[config.mk]
export PLATFORM = sky130hd
export DESIGN_NAME = tlvip_ctrl
export DESIGN_NICKNAME = d
export VERILOG_FILES = /design/src/inc/tlvip_pkg.sv /design/src/hw/tlvip_arbiter.sv /design/src/hw/tlvip_ctrl.sv
export VERILOG_INCLUDE_DIRS = /design/src /design/src/inc
export SDC_FILE = /design/constraint.sdc
export NUM_CORES = 1
export LEC_CHECK = 0
export ABC_AREA = 1
export BUFFER_PORTS_ARGS = -buffer_cell sky130_fd_sc_hd__buf_4
export CAP_MARGIN = 10
export CORE_ASPECT_RATIO = 0.75
export CORE_MARGIN = 10
export CORE_UTILIZATION = 35
export CTS_CLUSTER_SIZE = 12
export DETAILED_ROUTE_END_ITERATION = 8
export SLEW_MARGIN = 40
export SYNTH_ARGS = -nofsm -noshare
export SYNTH_HDL_FRONTEND = slang
export SYNTH_SLANG_ARGS = --single-unit
[constraint.sdc]
create_clock -name MCLK_I -period 12.25 [get_ports MCLK_I]
set_input_delay 0.6125 -clock MCLK_I [delete_from_list [all_inputs] [get_ports MCLK_I]]
set_output_delay 0.6125 -clock MCLK_I [all_outputs]
set_load 0.03 [all_outputs]
[src/inc/tlvip_regs.svh]
`ifndef TLVIP_REGS_SVH
`define TLVIP_REGS_SVH

// Vector addresses, one per vector.
`define TLVIP_VEC1_ADDR 20'h0_0003
`define TLVIP_VEC2_ADDR 20'h0_000B
`define TLVIP_VEC3_ADDR 20'h0_0013
`define TLVIP_VEC4_ADDR 20'h0_001B
`define TLVIP_VEC5_ADDR 20'h0_0023
`define TLVIP_VEC6_ADDR 20'h0_002B
`define TLVIP_VEC7_ADDR 20'h0_0033
`define TLVIP_VEC8_ADDR 20'h0_003B
`define TLVIP_VEC9_ADDR 20'h0_0043
`define TLVIP_VEC10_ADDR 20'h0_004B

// Source bit positions in the flat source vector.
`define TLVIP_SRC_EXT0 0
`define TLVIP_SRC_EXT1 1
`define TLVIP_SRC_EXT2 2
`define TLVIP_SRC_TMR0_LO 3
`define TLVIP_SRC_EXT4 4
`define TLVIP_SRC_EXT3 5
`define TLVIP_SRC_BTICK 6
`define TLVIP_SRC_TMR0_HI 7
`define TLVIP_SRC_TMR1_LO 8
`define TLVIP_SRC_TMR1_HI 9
`define TLVIP_SRC_FPWM 10
`define TLVIP_SRC_SER1 11
`define TLVIP_SRC_ADC 12
`define TLVIP_SRC_PORT0 13
`define TLVIP_SRC_TPWM 14

// Reset value of the level stack depth.
`define TLVIP_DEPTH_RST 2'h0

`endif

[src/inc/tlvip_pkg.sv]
package tlvip_pkg;

  localparam int TLVIP_NSRC = 15;
  localparam int TLVIP_NVEC = 10;

  // Ordered so that a larger code is a higher level.
  typedef enum logic [1:0] {
    TLVIP_LVL_NONE,
    TLVIP_LVL_LOW,
    TLVIP_LVL_HIGH,
    TLVIP_LVL_HIGHEST
  } tlvip_lvl_e;

  typedef logic [19:0] tlvip_addr_t;
  typedef logic [TLVIP_NVEC-1:0] tlvip_vmask_t;

  typedef struct packed {
    logic valid;
    logic [3:0] vec_idx;
    tlvip_addr_t addr;
    tlvip_lvl_e lvl;
  } tlvip_grant_s;

endpackage

[src/hw/tlvip_arbiter.sv]
`timescale 1ns/10ps
`include "tlvip_regs.svh"
// Picks the highest-level pending vector, lowest index on a tie, and
// only if that level is strictly above the current service level.
module tlvip_arbiter
  import tlvip_pkg::*;
#(
  parameter int NVEC = 10
) (
  input wire logic [NVEC-1:0] pend_i,
  input wire logic [NVEC-1:0] sel_hi_i,
  input wire tlvip_lvl_e cur_lvl_i,
  output tlvip_grant_s grant_o
);

  tlvip_lvl_e vec_lvl [NVEC];
  tlvip_addr_t vec_addr [NVEC];

  assign vec_addr[0] = `TLVIP_VEC1_ADDR;
  assign vec_addr[1] = `TLVIP_VEC2_ADDR;
  assign vec_addr[2] = `TLVIP_VEC3_ADDR;
  assign vec_addr[3] = `TLVIP_VEC4_ADDR;
  assign vec_addr[4] = `TLVIP_VEC5_ADDR;
  assign vec_addr[5] = `TLVIP_VEC6_ADDR;
  assign vec_addr[6] = `TLVIP_VEC7_ADDR;
  assign vec_addr[7] = `TLVIP_VEC8_ADDR;
  assign vec_addr[8] = `TLVIP_VEC9_ADDR;
  assign vec_addr[9] = `TLVIP_VEC10_ADDR;

  // The first two vectors choose highest or low; the rest high or low.
  genvar gi;
  generate
    for (gi = 0; gi < NVEC; gi++) begin : g_lvl
      if (gi < 2) begin : g_x
        assign vec_lvl[gi] = sel_hi_i[gi] ? TLVIP_LVL_HIGHEST
                                          : TLVIP_LVL_LOW;
      end else begin : g_h
        assign vec_lvl[gi] = sel_hi_i[gi] ? TLVIP_LVL_HIGH
                                          : TLVIP_LVL_LOW;
      end
    end
  endgenerate

  // Scanning downward with >= lets the smaller index win a tie.
  always_comb begin
    grant_o = '0;
    grant_o.lvl = TLVIP_LVL_NONE;
    for (int i = NVEC - 1; i >= 0; i--) begin
      if (pend_i[i] && vec_lvl[i] > cur_lvl_i &&
          vec_lvl[i] >= grant_o.lvl) begin
        grant_o.valid = 1'b1;
        grant_o.vec_idx = 4'(i);
        grant_o.addr = vec_addr[i];
        grant_o.lvl = vec_lvl[i];
      end
    end
  end

endmodule // tlvip_arbiter

[src/hw/tlvip_ctrl.sv]
`timescale 1ns/10ps
`include "tlvip_regs.svh"
module tlvip_ctrl
  import tlvip_pkg::*;
#(
  parameter int NSRC = 15,
  parameter int NVEC = 10
) (
  input wire logic MCLK_I,
  input wire logic RST_N_I,
  input wire logic [NSRC-1:0] SRC_REQ_I,
  input wire logic [NVEC-1:0] VEC_LVL_SEL_I,
  input wire logic CPU_ACK_I,
  input wire logic CPU_RETI_I,
  output logic IRQ_REQ_O,
  output logic [19:0] VEC_ADDR_O,
  output logic [3:0] VEC_IDX_O,
  output logic [1:0] CUR_LVL_O,
  output logic [NSRC-1:0] SRC_PEND_O
);

  ////////////////////////////////////////////////////////////////////////////
  // Source pins come from other domains, so two flops precede any logic.

  logic [NSRC-1:0] sync1_ff;
  logic [NSRC-1:0] sync2_ff;

  always_ff @(posedge MCLK_I) begin
    if (!RST_N_I) begin
      sync1_ff <= '0;
      sync2_ff <= '0;
    end else begin
      sync1_ff <= SRC_REQ_I;
      sync2_ff <= sync1_ff;
    end
  end

  ////////////////////////////////////////////////////////////////////////////
  // Shared vectors OR their sources; the handler reads SRC_PEND_O.

  logic [NVEC-1:0] vec_pend;

  always_comb begin
    vec_pend = '0;
    vec_pend[0] = sync2_ff[`TLVIP_SRC_EXT0];
    vec_pend[1] = sync2_ff[`TLVIP_SRC_EXT1];
    vec_pend[2] = sync2_ff[`TLVIP_SRC_EXT2] | sync2_ff[`TLVIP_SRC_TMR0_LO] |
                  sync2_ff[`TLVIP_SRC_EXT4];
    vec_pend[3] = sync2_ff[`TLVIP_SRC_EXT3] |
                  sync2_ff[`TLVIP_SRC_BTICK];
    vec_pend[4] = sync2_ff[`TLVIP_SRC_TMR0_HI];
    vec_pend[5] = sync2_ff[`TLVIP_SRC_TMR1_LO] | sync2_ff[`TLVIP_SRC_TMR1_HI];
    vec_pend[6] = sync2_ff[`TLVIP_SRC_FPWM];
    vec_pend[7] = sync2_ff[`TLVIP_SRC_SER1];
    vec_pend[8] = sync2_ff[`TLVIP_SRC_ADC];
    vec_pend[9] = sync2_ff[`TLVIP_SRC_PORT0] | sync2_ff[`TLVIP_SRC_TPWM];
  end

  ////////////////////////////////////////////////////////////////////////////
  // Level stack: depth 0 idle, up to three nested levels.

  tlvip_lvl_e lvl_stk_ff [3];
  logic [1:0] depth_ff;
  tlvip_lvl_e cur_lvl;
  tlvip_grant_s grant;
  logic take;
  logic ret;

  assign cur_lvl = (depth_ff == `TLVIP_DEPTH_RST) ? TLVIP_LVL_NONE :
                   lvl_stk_ff[depth_ff - 2'h1];

  tlvip_arbiter #(
    .NVEC(NVEC)
  ) u_arb (
    .pend_i(vec_pend),
    .sel_hi_i(VEC_LVL_SEL_I),
    .cur_lvl_i(cur_lvl),
    .grant_o(grant)
  );

  // A return in the same cycle as an acceptance: the return is applied
  // first, the acceptance is dropped, and the request is raised again two cycles later if still eligible.
  assign ret = CPU_RETI_I && (depth_ff != `TLVIP_DEPTH_RST);
  assign take = CPU_ACK_I && IRQ_REQ_O && !ret;

  always_ff @(posedge MCLK_I) begin
    if (!RST_N_I) begin
      depth_ff <= `TLVIP_DEPTH_RST;
    end else if (ret) begin
      depth_ff <= depth_ff - 2'h1;
    end else if (take) begin
      depth_ff <= depth_ff + 2'h1;
    end
  end

  always_ff @(posedge MCLK_I) begin
    if (!RST_N_I) begin
      for (int i = 0; i < 3; i++) begin
        lvl_stk_ff[i] <= TLVIP_LVL_NONE;
      end
    end else if (take) begin
      lvl_stk_ff[depth_ff] <= grant.lvl;
    end
  end

  ////////////////////////////////////////////////////////////////////////////
  // Registered vector output; request is the combinational handshake.

  logic [19:0] vec_addr_ff;
  logic [3:0] vec_idx_ff;

  always_ff @(posedge MCLK_I) begin
    if (!RST_N_I) begin
      vec_addr_ff <= '0;
      vec_idx_ff <= '0;
    end else if (grant.valid) begin
      vec_addr_ff <= grant.addr;
      vec_idx_ff <= grant.vec_idx;
    end
  end

  logic gvalid_ff;
  always_ff @(posedge MCLK_I) begin
    if (!RST_N_I) begin
      gvalid_ff <= 1'b0;
    end else begin
      gvalid_ff <= grant.valid && !take && !ret;
    end
  end

  // Request stands only while the registered vector matches a live grant.
  assign IRQ_REQ_O = gvalid_ff && grant.valid &&
                     (grant.vec_idx == vec_idx_ff);
  assign VEC_ADDR_O = vec_addr_ff;
  assign VEC_IDX_O = vec_idx_ff;
  assign CUR_LVL_O = cur_lvl;
  assign SRC_PEND_O = sync2_ff;

  ////////////////////////////////////////////////////////////////////////////
  // Checks. Vector levels are decoded here a second time, straight from
  // the select pins, so a fault in the arbiter's own decode shows up.

  tlvip_lvl_e chk_lvl [NVEC];

  genvar gc;
  generate
    for (gc = 0; gc < NVEC; gc++) begin : g_chk_lvl
      if (gc < 2) begin : g_x
        assign chk_lvl[gc] = VEC_LVL_SEL_I[gc] ? TLVIP_LVL_HIGHEST
                                               : TLVIP_LVL_LOW;
      end else begin : g_h
        assign chk_lvl[gc] = VEC_LVL_SEL_I[gc] ? TLVIP_LVL_HIGH
                                               : TLVIP_LVL_LOW;
      end
    end
  endgenerate

  a_refuse_low_lvl: assert property (@(posedge MCLK_I) disable iff (!RST_N_I)
    IRQ_REQ_O |-> chk_lvl[VEC_IDX_O] > cur_lvl)
    else $error("request at or below current level");

  a_nest_raises: assert property (@(posedge MCLK_I) disable iff (!RST_N_I)
    take |=> cur_lvl > $past(cur_lvl))
    else $error("accept did not raise level");

  a_ret_restores: assert property (@(posedge MCLK_I) disable iff (!RST_N_I)
    (ret && depth_ff > 2'h1) |=>
      cur_lvl == $past(lvl_stk_ff[depth_ff - 2'h2], 1))
    else $error("return did not restore level");

  a_ret_idle: assert property (@(posedge MCLK_I) disable iff (!RST_N_I)
    (ret && depth_ff == 2'h1) |=> cur_lvl == TLVIP_LVL_NONE)
    else $error("last return did not go idle");

  a_ext0_addr: assert property (@(posedge MCLK_I) disable iff (!RST_N_I)
    (grant.valid && grant.vec_idx == 4'h0) |=>
      vec_addr_ff == `TLVIP_VEC1_ADDR)
    else $error("vector one address wrong");

  a_vec4_addr: assert property (@(posedge MCLK_I) disable iff (!RST_N_I)
    (grant.valid && grant.vec_idx == 4'h3) |=>
      vec_addr_ff == `TLVIP_VEC4_ADDR)
    else $error("vector four address wrong");

  a_shared_vec3: assert property (@(posedge MCLK_I) disable iff (!RST_N_I)
    sync2_ff[`TLVIP_SRC_EXT4] |-> vec_pend[2])
    else $error("shared source not on vector three");

  a_high_first: assert property (@(posedge MCLK_I) disable iff (!RST_N_I)
    (grant.valid && vec_pend[0] && VEC_LVL_SEL_I[0] &&
     cur_lvl < TLVIP_LVL_HIGHEST) |-> grant.vec_idx == 4'h0)
    else $error("highest level not granted first");

  a_tie_small: assert property (@(posedge MCLK_I) disable iff (!RST_N_I)
    (vec_pend[4] && vec_pend[5] && VEC_LVL_SEL_I[5:4] == 2'h3 &&
     vec_pend[3:0] == 4'h0 && cur_lvl < TLVIP_LVL_HIGH)
      |-> grant.vec_idx == 4'h4)
    else $error("tie not won by smaller vector");

  a_lvl_range: assert property (@(posedge MCLK_I) disable iff (!RST_N_I)
    (grant.valid && grant.vec_idx > 4'h1) |->
      grant.lvl != TLVIP_LVL_HIGHEST)
    else $error("shared vector at highest level");

  a_grant_lvl: assert property (@(posedge MCLK_I) disable iff (!RST_N_I)
    grant.valid |-> grant.lvl == chk_lvl[grant.vec_idx])
    else $error("granted level differs from select");

  a_low_select: assert property (@(posedge MCLK_I) disable iff (!RST_N_I)
    (grant.valid && !VEC_LVL_SEL_I[grant.vec_idx]) |->
      grant.lvl == TLVIP_LVL_LOW)
    else $error("unselected vector not at low level");

  a_shared_vec4: assert property (@(posedge MCLK_I) disable iff (!RST_N_I)
    (sync2_ff[`TLVIP_SRC_EXT3] || sync2_ff[`TLVIP_SRC_BTICK]) |->
      vec_pend[3])
    else $error("shared source not on vector four");

  a_shared_vec10: assert property (@(posedge MCLK_I) disable iff (!RST_N_I)
    (sync2_ff[`TLVIP_SRC_PORT0] || sync2_ff[`TLVIP_SRC_TPWM]) |->
      vec_pend[9])
    else $error("shared source not on vector ten");

  a_vec2_addr: assert property (@(posedge MCLK_I) disable iff (!RST_N_I)
    (IRQ_REQ_O && VEC_IDX_O == 4'h1) |->
      VEC_ADDR_O == `TLVIP_VEC2_ADDR)
    else $error("vector two address wrong");

  a_vec3_addr: assert property (@(posedge MCLK_I) disable iff (!RST_N_I)
    (IRQ_REQ_O && VEC_IDX_O == 4'h2) |->
      VEC_ADDR_O == `TLVIP_VEC3_ADDR)
    else $error("vector three address wrong");

  a_vec5_addr: assert property (@(posedge MCLK_I) disable iff (!RST_N_I)
    (IRQ_REQ_O && VEC_IDX_O == 4'h4) |->
      VEC_ADDR_O == `TLVIP_VEC5_ADDR)
    else $error("vector five address wrong");

  a_vec6_addr: assert property (@(posedge MCLK_I) disable iff (!RST_N_I)
    (IRQ_REQ_O && VEC_IDX_O == 4'h5) |->
      VEC_ADDR_O == `TLVIP_VEC6_ADDR)
    else $error("vector six address wrong");

  a_vec7_addr: assert property (@(posedge MCLK_I) disable iff (!RST_N_I)
    (IRQ_REQ_O && VEC_IDX_O == 4'h6) |->
      VEC_ADDR_O == `TLVIP_VEC7_ADDR)
    else $error("vector seven address wrong");

  a_vec8_addr: assert property (@(posedge MCLK_I) disable iff (!RST_N_I)
    (IRQ_REQ_O && VEC_IDX_O == 4'h7) |->
      VEC_ADDR_O == `TLVIP_VEC8_ADDR)
    else $error("vector eight address wrong");

  a_vec9_addr: assert property (@(posedge MCLK_I) disable iff (!RST_N_I)
    (IRQ_REQ_O && VEC_IDX_O == 4'h8) |->
      VEC_ADDR_O == `TLVIP_VEC9_ADDR)
    else $error("vector nine address wrong");

  a_vec10_addr: assert property (@(posedge MCLK_I) disable iff (!RST_N_I)
    (IRQ_REQ_O && VEC_IDX_O == 4'h9) |->
      VEC_ADDR_O == `TLVIP_VEC10_ADDR)
    else $error("vector ten address wrong");

  a_ack_drops: assert property (@(posedge MCLK_I) disable iff (!RST_N_I)
    take |=> !IRQ_REQ_O)
    else $error("request stood on after accept");

  a_stack_push: assert property (@(posedge MCLK_I) disable iff (!RST_N_I)
    take |=> CUR_LVL_O == $past(chk_lvl[VEC_IDX_O]))
    else $error("accepted level not made current");

  a_ret_wins: assert property (@(posedge MCLK_I) disable iff (!RST_N_I)
    (ret && CPU_ACK_I) |=> depth_ff == $past(depth_ff) - 2'h1)
    else $error("accept taken alongside a return");

  a_idle_reti: assert property (@(posedge MCLK_I) disable iff (!RST_N_I)
    (CPU_RETI_I && !take && depth_ff == `TLVIP_DEPTH_RST) |=>
      depth_ff == `TLVIP_DEPTH_RST)
    else $error("return at idle changed depth");

  a_full_quiet: assert property (@(posedge MCLK_I) disable iff (!RST_N_I)
    depth_ff == 2'h3 |-> !IRQ_REQ_O)
    else $error("request raised at full nesting depth");

  c_accept: cover property (@(posedge MCLK_I) disable iff (!RST_N_I)
    take);
  c_nest3: cover property (@(posedge MCLK_I) disable iff (!RST_N_I)
    depth_ff == 2'h3);
  c_return: cover property (@(posedge MCLK_I) disable iff (!RST_N_I)
    ret ##1 IRQ_REQ_O);
  c_preempt: cover property (@(posedge MCLK_I) disable iff (!RST_N_I)
    take && depth_ff != `TLVIP_DEPTH_RST);
  c_ret_ack: cover property (@(posedge MCLK_I) disable iff (!RST_N_I)
    ret && CPU_ACK_I && IRQ_REQ_O);

endmodule // tlvip_ctrl

# After elaboration in Yosys (flattened, before gate mapping)

Memories as Yosys holds them, arrays and structs flattened.
Cells that the tools add are included.

Bits of input ports: 29
Memories kept: 1
Memory bits (writable): 6
Output and inout bits: 42
Register bits after elaboration: 57
Logic and storage cells: 98

Memories:

| memory     | depth | bits a word | read ports | clocked after Yosys merged registers in | write ports | RTL line         | RTL |
|---|---|---|---|---|---|---|---|
| lvl_stk_ff | 3     | 2           | 1          | 0                                       | 3           | tlvip_ctrl.sv:62 | `tlvip_lvl_e lvl_stk_ff [3];` |

Bitwise operators: 5
$lt $le $gt $ge: 20
Reduce and logical (&&, ||, !) cells: 33
Equality and inequality tests: 1
$add $sub $neg: 2
Mux-type cells: 30

Operator list:

| operator                                                              | number |
|---|---|
| 27-bit two-way mux                                                    | 10 |
| 2-bit two-way mux                                                     | 15 |
| 1-bit logical AND                                                     | 27 |
| 2-bit > comparator                                                    | 10 |
| 2-bit >= comparator                                                   | 9 |
| 1-bit two-way mux                                                     | 5 |
| 1-bit bitwise OR                                                      | 5 |
| 4-bit == test                                                         | 1 |
| 2-bit nonzero test                                                    | 2 |
| 2-bit by 1-bit adder with 2-bit output, second input constant         | 1 |
| 2-bit by 1-bit >= comparator with 1-bit output, second input constant | 1 |
| 1-bit zero test                                                       | 2 |
| 2-bit zero test                                                       | 1 |
| 2-bit OR reduction                                                    | 1 |
| 2-bit by 1-bit subtractor with 2-bit output, second input constant    | 1 |

# Longest topological paths before layout

Gate-level depths: netlist (run 1).
An unclocked memory read counts as a cell.

Word-level depth: 43
Depth in mapped cells: 80
Mapped depth without buffers: 80

# Modules after synthesis

Synthesis (run 1) repeated with hierarchy kept, for this count alone.

Cell total of the unflattened synthesis: 515
Area, all modules: 3811.2 um2

Modules (own cells, without submodules):

| module        | area an instance (um2) | instances | seq. area each (um2) | cells an instance |
|---|---|---|---|---|
| tlvip_ctrl    | 2419.8                 | 1         | 1381.3               | 287 |
| tlvip_arbiter | 1391.3                 | 1         | 0.0                  | 228 |

# Worst setup path after synthesis (run 1)

OpenSTA, ideal clock, no wires.

Path type: reg-to-reg
From: register depth_ff[0]
To: memory lvl_stk_ff[3][0] (netlist name) (enable)
Arrival time: 9.510 ns
Cell stages (with the launch flop): 69
Clock period less this slack: 9.824 ns
Required time: 11.936 ns
Slack: 2.426 ns
Buffers on the path: 0
Path through: dfxtp_1 > inv_1 > ha_1 > inv_1 > nor2_1 > o21ai_0 > a21oi_1 > inv_1 > ha_1 > nand2_1 > inv_1 > nor2_1 > nand2_1 > nor2_1 > ha_1 > nand2_1 > nand3_1 > nand3_1 > [... 33 more ...] > a31oi_1 > nand2_2 > nand2_1 > nand2_1 > ha_1 > o21ai_0 > nand2_1 > nand3_1 > inv_1 > nand2_1 > nand3_2 > o21bai_2 > nor2_2 > nor2_2 > nand3_2 > nor2_2 > nand3_1 > nor3b_2

RTL lines:

| item                     | RTL line         | RTL |
|---|---|---|
| start: declaration       | tlvip_ctrl.sv:63 | `logic [1:0] depth_ff;` |
| start signal: assignment | tlvip_ctrl.sv:88 | `` depth_ff <= `TLVIP_DEPTH_RST; `` |
| start signal: assignment | tlvip_ctrl.sv:90 | `depth_ff <= depth_ff - 2'h1;` |
| start signal: assignment | tlvip_ctrl.sv:92 | `depth_ff <= depth_ff + 2'h1;` |
| end: declaration         | tlvip_ctrl.sv:62 |  |

# Worst setup path in the final report (run 1)

From: register depth_ff[0]
To: output port IRQ_REQ_O

Longest elaborated chain between the ends: 36

Ends and longest elaborated chain:

| item                                               | RTL line                             | RTL |
|---|---|---|
| 2-bit by 1-bit subtractor with 2-bit output        | tlvip_ctrl.sv:70                     | `lvl_stk_ff[depth_ff - 2'h1];` |
| memory read 3 x 2 bit                              | -                                    |  |
| 2-bit two-way mux (*)                              | tlvip_ctrl.sv:69                     | `` assign cur_lvl = (depth_ff == `TLVIP_DEPTH_RST) ? TLVIP_LVL_NONE : `` |
| 2-bit > comparator                                 | tlvip_arbiter.sv:49                  | `if (pend_i[i] && vec_lvl[i] > cur_lvl_i &&` |
| 1-bit logical AND (2 in a row)                     | tlvip_arbiter.sv:49                  |  |
| 27-bit two-way mux                                 | tlvip_arbiter.sv:49                  |  |
| 2-bit >= comparator                                | tlvip_arbiter.sv:50                  | `vec_lvl[i] >= grant_o.lvl) begin` |
| 1-bit logical AND                                  | tlvip_arbiter.sv:49                  |  |
| [... 19 more ...]                                  | -                                    |  |
| 2-bit >= comparator                                | tlvip_arbiter.sv:50                  |  |
| 1-bit logical AND                                  | tlvip_arbiter.sv:49                  |  |
| 27-bit two-way mux                                 | tlvip_arbiter.sv:49                  |  |
| 2-bit >= comparator                                | tlvip_arbiter.sv:50                  |  |
| 1-bit logical AND                                  | tlvip_arbiter.sv:49                  |  |
| 27-bit two-way mux (*)                             | tlvip_arbiter.sv:49                  |  |
| 4-bit == test or 1-bit logical AND (tied branches) | tlvip_ctrl.sv:133, tlvip_ctrl.sv:132 |  |
| 1-bit logical AND (*)                              | tlvip_ctrl.sv:132                    | `assign IRQ_REQ_O = gvalid_ff && grant.valid &&` |
| end: declaration                                   | tlvip_ctrl.sv:15                     | `output logic IRQ_REQ_O,` |

Every way passes the cells marked *; elsewhere a longest branch is shown, timed or not.

==> flow_metrics.env, run 1 <==
export IMPL_status="finished clean"
export IMPL_drive_above_1_share=0.1983
export IMPL_ant_nets=0
export IMPL_synth_compound_area_frac=0.07251
export IMPL_netlist_instances=425
export IMPL_synth_top_family_by_area="simple AND/OR/NAND/NOR gates"
export IMPL_die_h_um=100.9
export IMPL_drtIter0Drc=117
export IMPL_skew_ns=0.008598
export IMPL_max_freq_ghz=0.09405
export IMPL_viasPerCell=4.348
export IMPL_clock_path_buffers=2
export IMPL_place_hpwl_um=5571
export IMPL_grt_overflow=0
export IMPL_cp_start_kind="flip-flop"
export IMPL_area_growth_pct=19.38
export IMPL_die_area_um2=12900
export IMPL_die_w_um=127.9
export IMPL_clock_latency_ns=0.28
export IMPL_post_cts_buffers=0
export IMPL_worst_slack_ns=1.618
export IMPL_synth_ff_type="dfxtp_1"
export IMPL_crit_type="flip-flop to output pin"
export IMPL_synth_top_cell_area_share=0.2491
export IMPL_yosys_area_share_simple=0.3019
export IMPL_grt_pass1_vias=2482
export IMPL_start_util=0.3597
export IMPL_numCtsBuffers=5
export IMPL_antenna_found_initial=0
export IMPL_cts_tree="done"
export IMPL_powerDensity_nw_per_um2=183.6
export IMPL_synth_xor_area_frac=0
export IMPL_portBuffers=56
export IMPL_ys_types=38
export IMPL_cts_root_buffer="clkbuf_16"
export IMPL_grtUsageTotal=0.1053
export IMPL_synth_area_leaders="dfxtp_1 25%, ha_1 14%, nand2_1 12%, inv_1 11%, edfxtp_1 7.9%"
export IMPL_setup_tns_ns=0
export IMPL_cp_end_kind="output pin"
export IMPL_io_pins=71
export IMPL_hp_start="sync1_ff[0]"
export IMPL_route_final_wire_length_um=6807
export IMPL_worstPathMaxFanout=10
export IMPL_cp_startpoint="depth_ff[0]"
export IMPL_fin_cells=587
export IMPL_cellLeakagePower_nw=2.090
export IMPL_dpl_worst_slack_ns=1.925
export IMPL_finalHoldViolCount=0
export IMPL_nFillCells=856
export IMPL_max_stage_delay_ns=0.46
export IMPL_r2r_start="depth_ff[0]"
export IMPL_max_vdd_ir_drop_mv=0.07221
export IMPL_synth_common_cells="95 x nand2_1, 86 x inv_1, 38 x dfxtp_1, 38 x nor2_1, 33 x ha_1"
export IMPL_arrival_ns=10.02
export IMPL_gp_congestion=0.8632
export IMPL_grt_pass1_wl_um=11320
export IMPL_async_flop_share=0
export IMPL_rsz0062_at_grt="false"
export IMPL_synth_mux_area_frac=0
export IMPL_slew_viol_final=0
export IMPL_period_share=0.8679
export IMPL_ys_ff_latch=46
export IMPL_worst_path_most_repeated_cell="nand2_1"
export IMPL_wire_per_inst_um=11.60
export IMPL_clock_sinks=46
export IMPL_design_core_area_um2=8491
export IMPL_cp_data_required_time_ns=11.64
export IMPL_cts_hold_buffers=0
export IMPL_num_vias=2552
export IMPL_fin_nets=540
export IMPL_num_rows=29
export IMPL_synth_warnings=0
export IMPL_yosysSeqAreaShare=0.3277
export IMPL_grt_max_degree=42
export IMPL_path_clk_slew_ns=0.06
export IMPL_yosys_area_share_adder=0.1352
export IMPL_synth_area_per_cell_um2=7.186
export IMPL_num_antenna_cells=0
export IMPL_cts_max_level=2
export IMPL_dr_pass1_iters=4
export IMPL_hold_class="flip-flop to flip-flop"
export IMPL_placed_cells=579
export IMPL_slowest_stage="dfxtp_1"
export IMPL_cts_resized=0
export IMPL_finalSetupViolCount=0
export IMPL_yosysTopAreaCell="dfxtp_1"
export IMPL_synth_most_common_cell="nand2_1"
export IMPL_post_route_min_period_ns=10.63
export IMPL_synth_area_um2=3054
export IMPL_drc=0
export IMPL_synth_edf_count=8
export IMPL_total_power_uw=669.3
export IMPL_max_cap_violations=0
path summary, 6_finish.rpt:
path | end | slack (ns) | cells past startpoint
setup reg to reg | lvl_stk_ff[3][1] | 1.99 | 68
setup / recovery | IRQ_REQ_O | 1.62 | 67
hold reg to reg | SRC_PEND_O[0] | 0.41 | 2
hold / removal | SRC_PEND_O[0] | 0.41 | 2
worst max-delay path: cells and delay by family (launching register included):
family,cells,cell delay (ns)
AO/OA/AOI/OAI,11,1.63
flip-flops,1,0.46
buffers and inverters,12,1.24
AND/OR/NAND/NOR,35,3.72
adder cells (fa/ha/maj),9,2.64
metrics by stage:
step,hold slack (ns),cell area (um2),util
after detailed placement,0.3986,3503,0.4126
after CTS,0.4130,3646,0.4294
after global placement,0.3936,3503,0.4126
final,0.4076,3646,0.4294
after floorplan,0.3905,3103,-
after global routing,0.4318,3646,0.4294
flip-flops by register name, indices dropped and copies added, names as in the netlist:
| name | flops |
|---|---|
| SRC_PEND_O | 15 |
| sync1_ff | 15 |
| lvl_stk_ff | 8 |
| VEC_IDX_O | 3 |
| VEC_ADDR_O | 2 |
| depth_ff | 2 |
| gvalid_ff | 1 |
routing by layer:
metal | global-route usage | share of wire
met1 | 0.1314 | 0.48
met2 | 0.1702 | 0.43
met3 | 0.03102 | 0.071
met4 | 0.03454 | 0.015
met5 | 0 | 0
cells by family after synthesis:
family / after synthesis
buffers and inverters: 112
AOI/OAI and AO/OA: 36
other: 1
adders and majority gates: 33
and+or+nand+nor: 197
DFF: 46
cell usage in the layout (no fill, tap or decap), types with 2 or more instances in the layout:
master     count
nand2_1       95
inv_1         86
buf_4         57
dfxtp_1       38
nor2_1        38
ha_1          33
nand3_1       27
conb_1        14
a21oi_1       12
o21ai_0        9
nand2_2        9
nand4_1        8
edfxtp_1       8
nand3_2        5
clkbuf_16      5
nor2_2         4
o21ai_1        3
o21bai_2       3
o211ai_1       2
a31oi_1        2
nand2_4        2
power breakdown:
part,leakage (nW),internal (mW),switching (mW)
combinational,1.63,0.125,0.231
sequential,0.394,0.171,0.0134
clock,0.0674,0.0757,0.0533
layout make-up:
cell class / instances / area, um2 / area share
timing repair buffer: 57 / 427.9 / 0.1174
multi-input combinational: 280 / 1609 / 0.4413
tap: 108 / 135.1 / 0.03706
inverter: 88 / 330.3 / 0.09060
sequential: 46 / 1001 / 0.2745
clock buffer: 6 / 128.9 / 0.03535
clock inverter: 2 / 13.76 / 0.003775
No activity file was read; power rests on OpenSTA's default activity.
==> inputs of run 2 (changes only) <==
--- a/config.mk
+++ b/config.mk
@@ -8,12 +8,15 @@
 export LEC_CHECK = 0
 export ABC_AREA = 1
 export BUFFER_PORTS_ARGS = -buffer_cell sky130_fd_sc_hd__buf_4
-export CAP_MARGIN = 10
+export CAP_MARGIN = 20
+export CELL_PAD_IN_SITES_DETAIL_PLACEMENT = 1
+export CELL_PAD_IN_SITES_GLOBAL_PLACEMENT = 1
 export CORE_ASPECT_RATIO = 0.75
 export CORE_MARGIN = 10
 export CORE_UTILIZATION = 35
 export CTS_CLUSTER_SIZE = 12
 export DETAILED_ROUTE_END_ITERATION = 8
+export PLACE_DENSITY_LB_ADDON = 0.1
 export SLEW_MARGIN = 40
 export SYNTH_ARGS = -nofsm -noshare
 export SYNTH_HDL_FRONTEND = slang
==> run 2 against run 1 <==
Compared with the run above:
- global-route usage grew 2.0 points
- final cell count is the same
- via count grew 4.2%
- critical path type unchanged
- worst hold slack lost 0.0036 ns
- critical endpoint unchanged
- first-iteration DRC count shrank 20%
- highest routed layer unchanged
- clock-buffer cell count is the same
- die area is the same
- sequential share of layout area shrank 0.094 points
- combinational power grew 2%
==> flow_metrics.env, run 2 (synthesized netlist as in run 1, its figures left out) <==
export IMPL_grtUsageTotal=0.1252
export IMPL_dr_pass1_iters=4
export IMPL_clock_sinks=46
export IMPL_grt_max_degree=42
export IMPL_die_area_um2=12900
export IMPL_route_final_wire_length_um=7878
export IMPL_period_share=0.8869
export IMPL_ff_latch_area_um2=1001
export IMPL_worst_slack_ns=1.385
export IMPL_ant_nets=0
export IMPL_hold_class="flip-flop to flip-flop"
export IMPL_numCtsBuffers=5
export IMPL_viasPerCell=4.532
export IMPL_drtIter0Drc=94
export IMPL_layout_commonest_cell="nand2_1"
export IMPL_worst_path_most_repeated_cell="nand2_1"
export IMPL_num_antenna_cells=0
export IMPL_worstPathMaxFanout=10
export IMPL_placed_cell_area_um2=3503
export IMPL_clock_latency_ns=0.28
export IMPL_antenna_found_initial=0
export IMPL_powerDensity_nw_per_um2=188.0
export IMPL_clock_path_buffers=2
export IMPL_num_vias=2660
export IMPL_fin_hold_ws_ns=0.4039
export IMPL_die_h_um=100.9
export IMPL_final_cell_mix="95 x nand2_1, 85 x inv_1, 57 x buf_4, 38 x dfxtp_1, 38 x nor2_1"
export IMPL_wire_per_inst_um=13.42
export IMPL_path_clk_slew_ns=0.07
export IMPL_slowest_stage="dfxtp_1"
export IMPL_crit_type="flip-flop to output pin"
export IMPL_num_rows=29
export IMPL_drc=0
export IMPL_skew_ns=0.007469
export IMPL_grt_overflow=0
export IMPL_drive_above_1_share=0.2025
export IMPL_grt_pass1_vias=2695
export IMPL_gp_congestion=0.7910
export IMPL_grt_pass1_wl_um=13220
export IMPL_cts_tree="done"
export IMPL_cp_start_kind="flip-flop"
export IMPL_design_core_area_um2=8491
export IMPL_io_pins=71
export IMPL_place_hpwl_um=6509
export IMPL_nFillCells=1093
export IMPL_finalHoldViolCount=0
export IMPL_status="finished clean"
export IMPL_rsz0062_at_grt="false"
export IMPL_cp_end_kind="output pin"
export IMPL_dpl_worst_slack_ns=1.578
export IMPL_post_route_min_period_ns=10.86
export IMPL_cts_max_level=2
export IMPL_fin_cells=587
export IMPL_max_cap_violations=0
export IMPL_portBuffers=56
export IMPL_slew_viol_final=0
export IMPL_fin_nets=540
export IMPL_placed_cells=579
export IMPL_arrival_ns=10.25
export IMPL_max_stage_delay_ns=0.47
export IMPL_finalSetupViolCount=0
export IMPL_cp_data_required_time_ns=11.64
export IMPL_cellLeakagePower_nw=2.096
export IMPL_die_w_um=127.9
export IMPL_max_freq_ghz=0.09204
export IMPL_cts_root_buffer="clkbuf_16"
export IMPL_area_growth_pct=19.79
export IMPL_cts_hold_buffers=0
export IMPL_max_vdd_ir_drop_mv=0.07555
export IMPL_setup_tns_ns=0
export IMPL_design_area_um2=3659
export IMPL_multi_input_area_um2=1609
export IMPL_total_power_uw=687.7
export IMPL_finish_utilization=0.4309
export IMPL_start_util=0.3597
run 2: changes by cell type in the layout (fill, tap and decap cells not counted):
cell	before	now
clkbuf_8	0	1
clkbuf_1	1	0
inv_6	0	1
inv_4	1	0
inv_2	1	2
inv_1	86	85
run 2: cell type report:
class | count | share of cell area
multi-input cells | 280 | 0.4398
flip-flops and latches | 46 | 0.2736
repair buffers | 57 | 0.1170
inverters | 88 | 0.09029
clock buffers | 6 | 0.03796
well taps | 108 | 0.03694
clock inverters | 2 | 0.004446
run 2: path summary, 6_finish.rpt:
| check | start | endpoint | slack (ns) | cells past startpoint |
|---|---|---|---|---|
| worst max-delay path | depth_ff[0] | IRQ_REQ_O | 1.39 | 67 |
| worst min-delay path | sync1_ff[13] | SRC_PEND_O[13] | 0.40 | 2 |
| worst max register to register | depth_ff[0] | lvl_stk_ff[0][0] | 1.73 | 68 |
| worst min register to register | sync1_ff[13] | SRC_PEND_O[13] | 0.40 | 2 |
run 2: report_power, final:
group          leakage, nW  switching (mW)  internal [mW]  total, mW
registers            0.394          0.0140          0.171      0.185
logic                 1.63           0.237          0.125      0.362
clock network       0.0735          0.0587         0.0819      0.141
total                 2.10           0.310          0.378      0.688
run 2: timing repair:
item,4_1_cts,5_1_grt
setup buffers,0,0
resized for setup,0,1
setup endpoints to repair,0,1
run 2: per-layer routing:
metal / track usage / routed length (um) / part of all wire / vias to the layer above
li1: - / - / - / 1395
met1: 0.1669 / 3907 / 0.50 / 1211
met4: 0.03282 / 79 / 0.010 / 0
met2: 0.1902 / 3439 / 0.44 / 47
met3: 0.03943 / 451 / 0.057 / 7
met5: 0 / 0 / 0 / -
run 2: worst max-delay path: cells and delay by family (launching register included):
family          cells  cell delay [ns]
flops               1             0.47
fa+ha+maj           9             2.68
buf+inv            12             1.17
simple gates       36             3.91
compound gates     10             1.76
